### config.mk
export PLATFORM = sky130hd
export DESIGN_NAME = gpp_ports
export DESIGN_NICKNAME = d
export VERILOG_FILES = /design/src/rtl/gpp_pkg.sv /design/src/rtl/gpp_ports.sv
export SDC_FILE = /design/constraint.sdc
export NUM_CORES = 1
export LEC_CHECK = 0
export ABC_AREA = 1
export BUFFER_PORTS_ARGS = -buffer_cell sky130_fd_sc_hd__buf_2
export CAP_MARGIN = 25
export CORE_AREA = 2 2 453 455
export DETAILED_ROUTE_END_ITERATION = 10
export DIE_AREA = 0 0 455 457
export PLACE_DENSITY = 0.42
export SETUP_SLACK_MARGIN = 0.05
export SKIP_LAST_GASP = 1
export SLEW_MARGIN = 0
export SYNTH_ARGS = -nofsm -noshare
export SYNTH_HDL_FRONTEND = slang
export SYNTH_SLANG_ARGS = --single-unit
### constraint.sdc
create_clock -name clk -period 0.9 [get_ports clk]
set_input_delay 0.09 -clock clk [delete_from_list [all_inputs] [get_ports clk]]
set_output_delay 0.09 -clock clk [all_outputs]
set_load 0.05 [all_outputs]
### src/rtl/gpp_pkg.sv
package gpp_pkg;

	// port numbering: index 11 has no pins on this device
	localparam int NUM_PORTS = 14;
	localparam int PORT_W    = 8;

	// pins fitted on each port, one bit per pin
	localparam logic [7:0] PIN_MASK [NUM_PORTS] = '{
		8'h7f, 8'hff, 8'hff, 8'hff, 8'hff, 8'hff, 8'hff,
		8'h07, 8'hff, 8'h3f, 8'h0f, 8'h00, 8'hff, 8'h03};

	// pull-up support: per pin, per port, or none
	typedef enum logic [1:0] {
		GPP_PU_NONE = 2'b00,
		GPP_PU_BIT  = 2'b01,
		GPP_PU_PORT = 2'b11
	} gpp_pu_kind_t;

	localparam gpp_pu_kind_t PU_KIND [NUM_PORTS] = '{
		GPP_PU_BIT,  GPP_PU_NONE, GPP_PU_BIT,  GPP_PU_BIT,
		GPP_PU_PORT, GPP_PU_PORT, GPP_PU_PORT, GPP_PU_BIT,
		GPP_PU_BIT,  GPP_PU_NONE, GPP_PU_BIT,  GPP_PU_NONE,
		GPP_PU_BIT,  GPP_PU_NONE};

	localparam int INPUT_ONLY_PORT = 1;
	localparam int OPEN_DRAIN_PORT = 9;
	// row bit that carries a port-wide pull-up enable
	localparam int PU_PORT_BIT     = 0;

	// reset values
	localparam logic [7:0] RST_DIR_OUT = 8'h00;
	localparam logic [7:0] RST_LATCH   = 8'h00;
	localparam logic [7:0] RST_PU      = 8'h00;
	localparam logic [7:0] RST_PIN     = 8'h00;

	typedef logic [NUM_PORTS-1:0][PORT_W-1:0] gpp_bus_t;

	typedef struct packed {
		gpp_bus_t dir_out;
		gpp_bus_t latch;
		gpp_bus_t pu_en;
		gpp_bus_t sync1;
		gpp_bus_t sync2;
		gpp_bus_t pin_out;
		gpp_bus_t pin_oe;
		gpp_bus_t pull_up;
		gpp_bus_t pin_value;
	} gpp_state_t;

endpackage

### src/rtl/gpp_ports.sv
// Function
// - all ports but port 1 set each pin input or output; port 1 input only
// - pull-ups only on ports 0, 2-8, 10, 12, and only while input
// - ports 0, 2, 3, 7, 8, 10, 12 have one pull-up enable per pin
// - ports 4, 5, 6 have one pull-up enable for the whole port
// - port 9 is open-drain, per-pin direction, no pull-up
`timescale 1ns/1ps

module gpp_ports (
	// clock and reset
	input  wire logic              clk,
	input  wire logic              reset,
	// software configuration, one row per port
	input  wire gpp_pkg::gpp_bus_t dir_out_wdata,
	input  wire logic [13:0]       dir_out_we,
	input  wire gpp_pkg::gpp_bus_t latch_wdata,
	input  wire logic [13:0]       latch_we,
	input  wire gpp_pkg::gpp_bus_t pull_up_wdata,
	input  wire logic [13:0]       pull_up_we,
	// software readback
	output gpp_pkg::gpp_bus_t      pin_value,
	output gpp_pkg::gpp_bus_t      dir_out_state,
	output gpp_pkg::gpp_bus_t      pull_up_state,
	// pins
	input  wire gpp_pkg::gpp_bus_t pin_in,
	output gpp_pkg::gpp_bus_t      pin_out,
	output gpp_pkg::gpp_bus_t      pin_oe,
	output gpp_pkg::gpp_bus_t      pull_up
);
	import gpp_pkg::*;

	gpp_state_t state_reg;
	gpp_state_t state_next;

	////////////////////////////////////////////////////////////////////////
	// row helpers, shared by the write, drive and readback stages

	// unfitted pins never hold a one
	function automatic logic [PORT_W-1:0] fit_row(
		input int                p,
		input logic [PORT_W-1:0] row
	);
		fit_row = row & PIN_MASK[p];
	endfunction

	// direction as stored; the input-only port ignores the write
	function automatic logic [PORT_W-1:0] dir_store(
		input int                p,
		input logic [PORT_W-1:0] row
	);
		if (p == INPUT_ONLY_PORT) begin
			dir_store = RST_DIR_OUT;
		end else begin
			dir_store = fit_row(p, row);
		end
	endfunction

	// pull-up enable as stored, shaped by what the port supports
	function automatic logic [PORT_W-1:0] pu_store(
		input int                p,
		input logic [PORT_W-1:0] row
	);
		pu_store = RST_PU;
		unique case (PU_KIND[p])
			GPP_PU_BIT: begin
				pu_store = fit_row(p, row);
			end
			GPP_PU_PORT: begin
				// one enable for the port; the other bits stay clear
				pu_store[PU_PORT_BIT] = row[PU_PORT_BIT];
			end
			GPP_PU_NONE: begin
				// no resistor fitted, so nothing is kept
				pu_store = RST_PU;
			end
		endcase
	endfunction

	// resistor on only for input pins whose enable is set
	function automatic logic [PORT_W-1:0] pull_drive(
		input int                p,
		input logic [PORT_W-1:0] pu_en,
		input logic [PORT_W-1:0] dir
	);
		logic [PORT_W-1:0] want;
		want = RST_PU;
		unique case (PU_KIND[p])
			GPP_PU_BIT: begin
				want = pu_en;
			end
			GPP_PU_PORT: begin
				want = {PORT_W{pu_en[PU_PORT_BIT]}};
			end
			GPP_PU_NONE: begin
				want = RST_PU;
			end
		endcase
		pull_drive = fit_row(p, want & ~dir);
	endfunction

	// output enable; the open-drain port only ever pulls low
	function automatic logic [PORT_W-1:0] drive_oe(
		input int                p,
		input logic [PORT_W-1:0] dir,
		input logic [PORT_W-1:0] latch
	);
		if (p == OPEN_DRAIN_PORT) begin
			drive_oe = fit_row(p, dir & ~latch);
		end else begin
			drive_oe = fit_row(p, dir);
		end
	endfunction

	// drive level; a one on the open-drain port releases the pin,
	// so its level is never driven high and needs a board pull-up
	function automatic logic [PORT_W-1:0] drive_out(
		input int                p,
		input logic [PORT_W-1:0] latch
	);
		if (p == OPEN_DRAIN_PORT) begin
			drive_out = RST_PIN;
		end else begin
			drive_out = fit_row(p, latch);
		end
	endfunction

	// outputs read back their latch, inputs the synchronised pin;
	// an open-drain output reads its latch, not the wire
	function automatic logic [PORT_W-1:0] read_back(
		input int                p,
		input logic [PORT_W-1:0] dir,
		input logic [PORT_W-1:0] latch,
		input logic [PORT_W-1:0] pin
	);
		read_back = fit_row(p, (dir & latch) | (~dir & pin));
	endfunction

	// state after reset: every pin an input, no pull-up, nothing driven
	function automatic gpp_state_t reset_state();
		gpp_state_t s;
		for (int p = 0; p < NUM_PORTS; p++) begin
			s.dir_out[p]   = RST_DIR_OUT;
			s.latch[p]     = RST_LATCH;
			s.pu_en[p]     = RST_PU;
			s.sync1[p]     = RST_PIN;
			s.sync2[p]     = RST_PIN;
			s.pin_out[p]   = RST_PIN;
			s.pin_oe[p]    = RST_DIR_OUT;
			s.pull_up[p]   = RST_PU;
			s.pin_value[p] = RST_PIN;
		end
		reset_state = s;
	endfunction

	////////////////////////////////////////////////////////////////////////

	always_comb begin
		state_next = state_reg;

		// pins pass two flops before anything reads them
		state_next.sync1 = pin_in;
		state_next.sync2 = state_reg.sync1;

		// software writes, one strobe per port, all ports in parallel
		for (int p = 0; p < NUM_PORTS; p++) begin
			if (dir_out_we[p]) begin
				state_next.dir_out[p] =
					dir_store(p, dir_out_wdata[p]);
			end

			if (latch_we[p]) begin
				state_next.latch[p] = fit_row(p, latch_wdata[p]);
			end

			if (pull_up_we[p]) begin
				// port-wide kinds keep only their enable bit
				state_next.pu_en[p] =
					pu_store(p, pull_up_wdata[p]);
			end
		end

		// drive stage: registered so every pin output comes from a flop
		// oe and pull-up share one stored direction, so never overlap
		for (int p = 0; p < NUM_PORTS; p++) begin
			state_next.pin_out[p] =
				drive_out(p, state_reg.latch[p]);

			state_next.pin_oe[p] =
				drive_oe(p, state_reg.dir_out[p],
					state_reg.latch[p]);

			state_next.pull_up[p] =
				pull_drive(p, state_reg.pu_en[p],
					state_reg.dir_out[p]);
		end

		// readback: a pin change shows three clocks later
		for (int p = 0; p < NUM_PORTS; p++) begin
			state_next.pin_value[p] = read_back(p,
				state_reg.dir_out[p], state_reg.latch[p],
				state_reg.sync2[p]);
		end

		// synchronous reset wins over any write in the same cycle
		if (reset) begin
			state_next = reset_state();
		end
	end

	always_ff @(posedge clk) begin
		state_reg <= state_next;
	end

	////////////////////////////////////////////////////////////////////////

	assign pin_value     = state_reg.pin_value;
	assign dir_out_state = state_reg.dir_out;
	assign pull_up_state = state_reg.pu_en;
	assign pin_out       = state_reg.pin_out;
	assign pin_oe        = state_reg.pin_oe;
	assign pull_up       = state_reg.pull_up;

endmodule

==> results.md, run 1 <==
- Clock Tree Buf Depth: 3
- Critical path type: input pin to flop
- CTS tree: done
- Via-to-Cell Ratio: roughly 3.2
- Placed Area: approximately 32,000 um2
- Compound-Gate Fraction of Synth Area: 0%
- Most frequent cells in the layout: nor2_1 (925), nand2_1 (590), inv_1 (526)
- Worst path required time: about 1500 ps
- Mux contribution to synthesized area: 0%
- Die area: just over 200,000 um2
- Critical R2R Capture: pin_value[57]
- Hold Vio Cnt, Final: 3
- Seq/Total Area, Yosys: 49.97%
- DRC Markers: 0
- Syn Area/Cell: ~7.6 um2
- Seq cells post-synth: between 600 and 700
- Drt total wl: roughly 110,000 um
- Filler cells: about 22,000
- Initial core utilization: between 10 and 15%
- Violated checks: negative hold slack, negative setup slack
- Reg clk slew, reported paths: 60 ps
- Final Slew Violations: 0
- Post-synthesis adder-cell area fraction: 0%
- Cell depth of the worst flop-to-flop path: 5
- GPL Wtd Cong: slightly below 0.9
- Cells after synthesis: about 3,700
- Fin area: ~47,000 um2
- Clock power frac: approximately two fifths
- Setup violators final: between 700 and 800
- Syn. warnings: 0
- Clk sinks: roughly 700
- GRT Total Usage: approximately a tenth
- Internal power: 60.39 mW
- Die W: about 460 um
- H-tree depth: 3
- Fraction of layout cells with a size suffix above 1: between 30% and 40%
- Setup crit end: dir_out_state[68]
- Leakage: between 20 and 25 nW
- Fin nets: approximately 5,200
- Clk_lat worst skew: ~730 ps
- Flop2flop setup slack: -60 ps
- Initial DRC Count: approximately 1,100
- Largest net degree at the start of global routing: 50
- Post-route setup slack: -616.4 ps
- Netlist cell types: 12
- Power Dens Cells: between 1500 and 2000 nW/um2
- Comb pwr share: around a fifth
- Max-slew headroom: 41.23%
- I/O pin count: 1,164
- Fmax: between 600 and 700 MHz
- Num rows: between 150 and 200
- Total grt overflow: 0
- Simple-gate share of the synthesized area: between 20% and 30%
- CTS root buffer: clkbuf_16
- Initial antenna violation count: 17
- Maxcap violations: 0
- Sw frac: 30.91%
- Largest register FFs: roughly 260
- Pre-antenna DRT Iters: 5
- Clk_skew: roughly 45 ps
- Worst EP arrival: ~2100 ps
- ANT nets after route: 0
- Startpoint Class: input pin
- Worst Setup End Kind: flop
- Outcome: complete, but fails checks
- Final hold slack: -195.5 ps
- Reg power frac: roughly two fifths
- First-pass GRT wire length: approximately 160,000 um
- HPWL after DPL: a little under 80,000 um
- RSZ-0062 raised after global routing: yes
- Mapped Area: approximately 28,000 um2
- DR vias: approximately 24,000
- RR Startpoint: dir_out_state[57]
- Least-Margin Pin Slew: 880.1 ps
- CTS Buf Count: 83
- Core area: 203,300 um2
- Period utilization: 168.5%
- Switch Pwr: 27.02 mW
- Port Buf Inserts: about 780
- Die height: ~460 um
- Post-DR wirelength/cell: 15.23 um
- Post-layout min period: 1516 ps
- Peak supply drop: 0.001283 V
- Area grow syn2layout: 67.81%
- Worst Setup SP: dir_out_we[8]
- Hold crit path type: input pin to flop
- Synth Area in XOR/XNOR: 0%
- Largest family of logic cells by synthesized area: buffers and inverters
- Worst-path fanout max: 8
- Most common cell after layout, fill and taps aside: nor2_1
- Vias in the first global route: 24,170
-- cells in the mapped netlist --
cell	n	share of area, %
buf_2	52	0.93
buf_4	673	18
buf_6	33	1.3
clkbuf_1	13	0.17
clkbuf_2	22	0.39
conb_1	1	0.013
dfxtp_1	699	50
inv_1	551	7.4
inv_4	1	0.022
nand2_1	630	8.4
nand2_2	1	0.022
nor2_1	990	13
-- power by group through the flow --
stage	clock network [mW]	logic, mW	registers [mW]
finish	35.0	18.4	34.1
global route	37.5	19.6	34.2
CTS	36.3	18.1	34.0
detailed placement	0	13.2	34.3
global placement	0	13.2	34.3
floorplan	0	11.3	34.0
-- metal layers --
layer	up-vias	track usage [%]	wire, um
met5	-	0	58
met4	8	4.727	4914
met3	201	2.186	6885
met2	922	19.09	58320
met1	11000	11.10	43950
li1	11710	-	-
-- worst max-delay path: stages --
cell and delay (ps):
buf_2 200, dlygate4sd3_1 710, clkbuf_4 290, buf_12 150, nand2_1 50, dlygate4sd3_1 550, nand2_1 60, nor2_1 30
-- final cells by class --
type | count | area [um2] | share of cell area (%)
repair buffers | 1545 | 16470 | 35.04
well taps | 2688 | 3363 | 7.157
inverters | 552 | 2108 | 4.487
flip-flops and latches | 699 | 14830 | 31.55
diodes | 8 | 20.02 | 0.04260
clock buffers | 115 | 2389 | 5.083
clock inverters | 33 | 451.7 | 0.9612
multi-input cells | 1852 | 7367 | 15.68
-- per-stage QoR --
stage / TNS [ps] / setup WS (ps) / utilization [%] / instances / total power, mW
2_1_floorplan: 0 / 126.5 / - / 3896 / 45.24
4_1_cts: -306730 / -713.0 / 22.98 / 7560 / 88.51
5_1_grt: -331680 / -674.9 / 23.10 / 7488 / 91.29
6_report: -278690 / -616.4 / 23.11 / 7492 / 87.42
3_3_place_gp: -17980 / -237.6 / 15.83 / 6710 / 47.49
3_5_place_dp: -20860 / -217.4 / 15.83 / 6710 / 47.52
-- worst min path at each step --
stage / depth (start not counted) / end / startpoint
5_1_grt: 4 / state_reg[837] / latch_we[6]
2_1_floorplan: 2 / state_reg[560] / pin_in[0]
4_1_cts: 4 / state_reg[600] / pin_in[40]
3_5_place_dp: 3 / state_reg[625] / pin_in[65]
6_report: 4 / state_reg[837] / latch_we[6]
3_3_place_gp: 3 / state_reg[611] / pin_in[51]
-- what timing repair did --
item                       in CTS  in global routing
setup endpoints to repair     474               1117
hold buffers                  591                 62
pin swaps                      19                 55
buffers inserted              119                 12
hold endpoints to repair      580                174
resized for setup            1796                346
-- logic make-up after synthesis --
family,after synthesis
DFF,699
other,1
and+or+nand+nor,1621
buffers and inverters,1345
Power figures use the tool's default switching activity.
==> run 2, diff against run 1 <==
--- a/config.mk
+++ b/config.mk
@@ -8,10 +8,12 @@
 export ABC_AREA = 1
 export BUFFER_PORTS_ARGS = -buffer_cell sky130_fd_sc_hd__buf_2
 export CAP_MARGIN = 25
-export CORE_AREA = 2 2 453 455
+export CELL_PAD_IN_SITES_DETAIL_PLACEMENT = 1
+export CELL_PAD_IN_SITES_GLOBAL_PLACEMENT = 1
+export CORE_AREA = 2 2 451 453
 export DETAILED_ROUTE_END_ITERATION = 10
-export DIE_AREA = 0 0 455 457
-export PLACE_DENSITY = 0.42
+export DIE_AREA = 0 0 453 455
+export PLACE_DENSITY = 0.51
 export SETUP_SLACK_MARGIN = 0.05
 export SKIP_LAST_GASP = 1
 export SLEW_MARGIN = 0
==> constraint.sdc (replaced) <==
create_clock -name clk -period 1.95 [get_ports clk]
set_input_delay 0.195 -clock clk [delete_from_list [all_inputs] [get_ports clk]]
set_output_delay 0.195 -clock clk [all_outputs]
set_load 0.05 [all_outputs]
==> run 2 against run 1 <==
Net effect:
- the run now ends clean
- wire length shrank 4.8%
- sequential share of layout area grew 2.6 points
- total power shrank 55%
- highest routed layer unchanged
==> results.md, run 2 (synthesis results as in run 1) <==
- Max-slew headroom: 57.94% (+17 points)
- Period utilization: between 90% and 100%
- Outcome: finished, final reports clean
- Reg power frac: 39.9% (+0.9 points)
- Internal power: 26.88 mW (-55%)
- Hold Vio Cnt, Final: 0 (-3)
- Power Dens Cells: 953.8 nW/um2 (-49%)
- Initial DRC Count: 671 (-38%)
- Placed Area: 30,690 um2 (-4.7%)
- Hold Path Stages: 4 (unchanged)
- Die area: 206,100 um2 (-0.88%)
- Hold crit path type: input pin to flop
- Worst EP arrival: 2450 ps (+310 ps)
- DRC Markers: 0 (unchanged)
- GPL Wtd Cong: 0.8013 (-9.4%)
- ANT nets after route: 0 (unchanged)
- Via-to-Cell Ratio: 3.178 (-0.11%)
- Reg clk slew, reported paths: 70 ps (about the same)
- Total grt overflow: 0 (unchanged)
- First-pass GRT wire length: 155,400 um (-1.4%)
- Initial antenna violation count: 17 (unchanged)
- Die height: 455 um (-0.44%)
- Num rows: 165 (-0.60%)
- Comb pwr share: 17.6% (-3.4 points)
- Setup violators final: 0 (-100%)
- Port Buf Inserts: 776 (unchanged)
- Die W: 453 um (-0.44%)
- Clock Tree Buf Depth: 3 (unchanged)
- Post-Layout Cell Count: 7,493 (+0.013%)
- Post-layout min period: ~1800 ps
- Clk_skew: 34.40 ps (-10.72 ps)
- Sw frac: 31.26% (+0.35 points)
- Final Slew Violations: 0 (unchanged)
- Core area: 201,300 um2 (-1.0%)
- Most common cell after layout, fill and taps aside: nor2_1
- Worst-path fanout max: 16 (+8)
- Peak supply drop: 0.0006127 V (-52%)
- GRT Total Usage: 10.14% (-0.19 points)
- Maxcap violations: 0 (unchanged)
- Fin nets: 5,240 (+0.29%)
- Initial core utilization: 13.91% (+0.14 points)
- Cell depth of the worst flop-to-flop path: 4 (-1)
- Clk sinks: 699 (unchanged)
- Fin area: 41,000 um2 (-13%)
- Startpoint Class: input pin
- Switch Pwr: 12.23 mW (-55%)
- Pre-antenna DRT Iters: 6 (+1)
- Worst path required time: 2550 ps (+1030 ps)
- Drt total wl: 108,600 um (-4.8%)
- DR vias: 23,820 (-0.096%)
- Area grow syn2layout: 46.43%
- Worst Setup End Kind: flop
- I/O pin count: 1,164 (unchanged)
- Largest register FFs: 258 (unchanged)
- Clk_lat worst skew: 720 ps (about the same)
- Leakage: 20.72 nW (-8.1%)
- Fraction of layout cells with a size suffix above 1: 20.05% (-16 points)
- Largest net degree at the start of global routing: 49 (-2.0%)
- Flop2flop setup slack: 520 ps (+580 ps)
- CTS root buffer: clkbuf_16
- Clock power frac: 42.6% (+2.6 points)
- HPWL after DPL: 78,890 um (+1.4%)
- CTS Buf Count: 87 (+4.8%)
- CTS tree: done
- Fmax: about 540 MHz
- Post-CTS Setup Bufs: 0 (-100%)
- Vias in the first global route: 24,960 (+3.3%)
- Post-DR wirelength/cell: 14.50 um (-4.8%)
- RSZ-0062 raised after global routing: no
- Most frequent cells in the layout: nor2_1 (990), buf_2 (770), dlygate4sd3_1 (734)
- Filler cells: 24,330 (+11%)
- Critical path type: input pin to flop
- Least-Margin Pin Slew: 630.9 ps (-249.2 ps)
- H-tree depth: 3 (unchanged)
- Placed Cells: 6,597 (-1.7%)
run 2: cell count changes in the layout (fill, tap and decap cells not counted), moves of 101 or more:
cell	delta
buf_2	+452
dfxtp_4	-111
buf_6	-101
dfxtp_2	-323
dfxtp_1	+434
dlygate4sd3_1	+241
buf_8	-380
run 2: worst max-delay path: stages:
cell and delay [ps]:
dlygate4sd3_1 560, buf_2 330, nand2_1 90, dlygate4sd3_1 560, nand2_1 110, nor2_1 50, dlygate4sd3_1 550
run 2: final timing paths:
path                        to               from
max             state_reg[793]        latch_we[1]
min             state_reg[628]         pin_in[68]
max reg2reg  dir_out_state[53]  dir_out_state[53]
min reg2reg      pin_value[11]     state_reg[459]
run 2: repair_timing:
item                       in CTS  in global routing
cloned                          0                  0
hold buffers                  734                  0
hold endpoints to repair      337                  0
setup endpoints to repair      12                140
gates resized for setup        14                  2
run 2: routing by layer:
metal | global-route usage, % | part of all wire (%) | vias to the layer above
li1 | - | - | 11710
met1 | 10.32 | 36 | 11190
met4 | 5.016 | 4.4 | 4
met3 | 2.206 | 5.1 | 200
met5 | 0 | 0.025 | -
met2 | 19.36 | 54 | 710
run 2: final cells by class:
type | count | area (um2) | share of cell area [%]
repair buffers | 1556 | 11680 | 28.48
inverters | 552 | 2085 | 5.084
well taps | 2672 | 3343 | 8.154
diodes | 8 | 20.02 | 0.04882
clock buffers | 125 | 2480 | 6.048
flip-flops and latches | 699 | 14000 | 34.16
clock inverters | 29 | 439.2 | 1.071
multi-input cells | 1852 | 6954 | 16.96
run 2: metrics by stage:
step	hold WS [ps]	TNS [ps]	utilization, %	setup slack (ps)	power (mW)
6_report	208.6	0	20.37	103.6	39.11
5_1_grt	158.7	0	20.37	52.58	41.06
4_1_cts	99.28	-22.56	20.36	-22.56	39.96
3_5_place_dp	394.2	0	15.25	349.7	21.54
3_3_place_gp	389.9	0	15.25	377.9	21.48
2_1_floorplan	302.0	0	-	1072	20.88
run 2: power groups by stage:
stage               combinational [mW]  sequential [mW]  clock (mW)
finish                            6.87             15.6        16.6
CTS                               6.91             15.6        17.4
global route                      7.42             15.7        18.0
floorplan                         5.20             15.7           0
detailed placement                5.62             15.9           0
global placement                  5.58             15.9           0
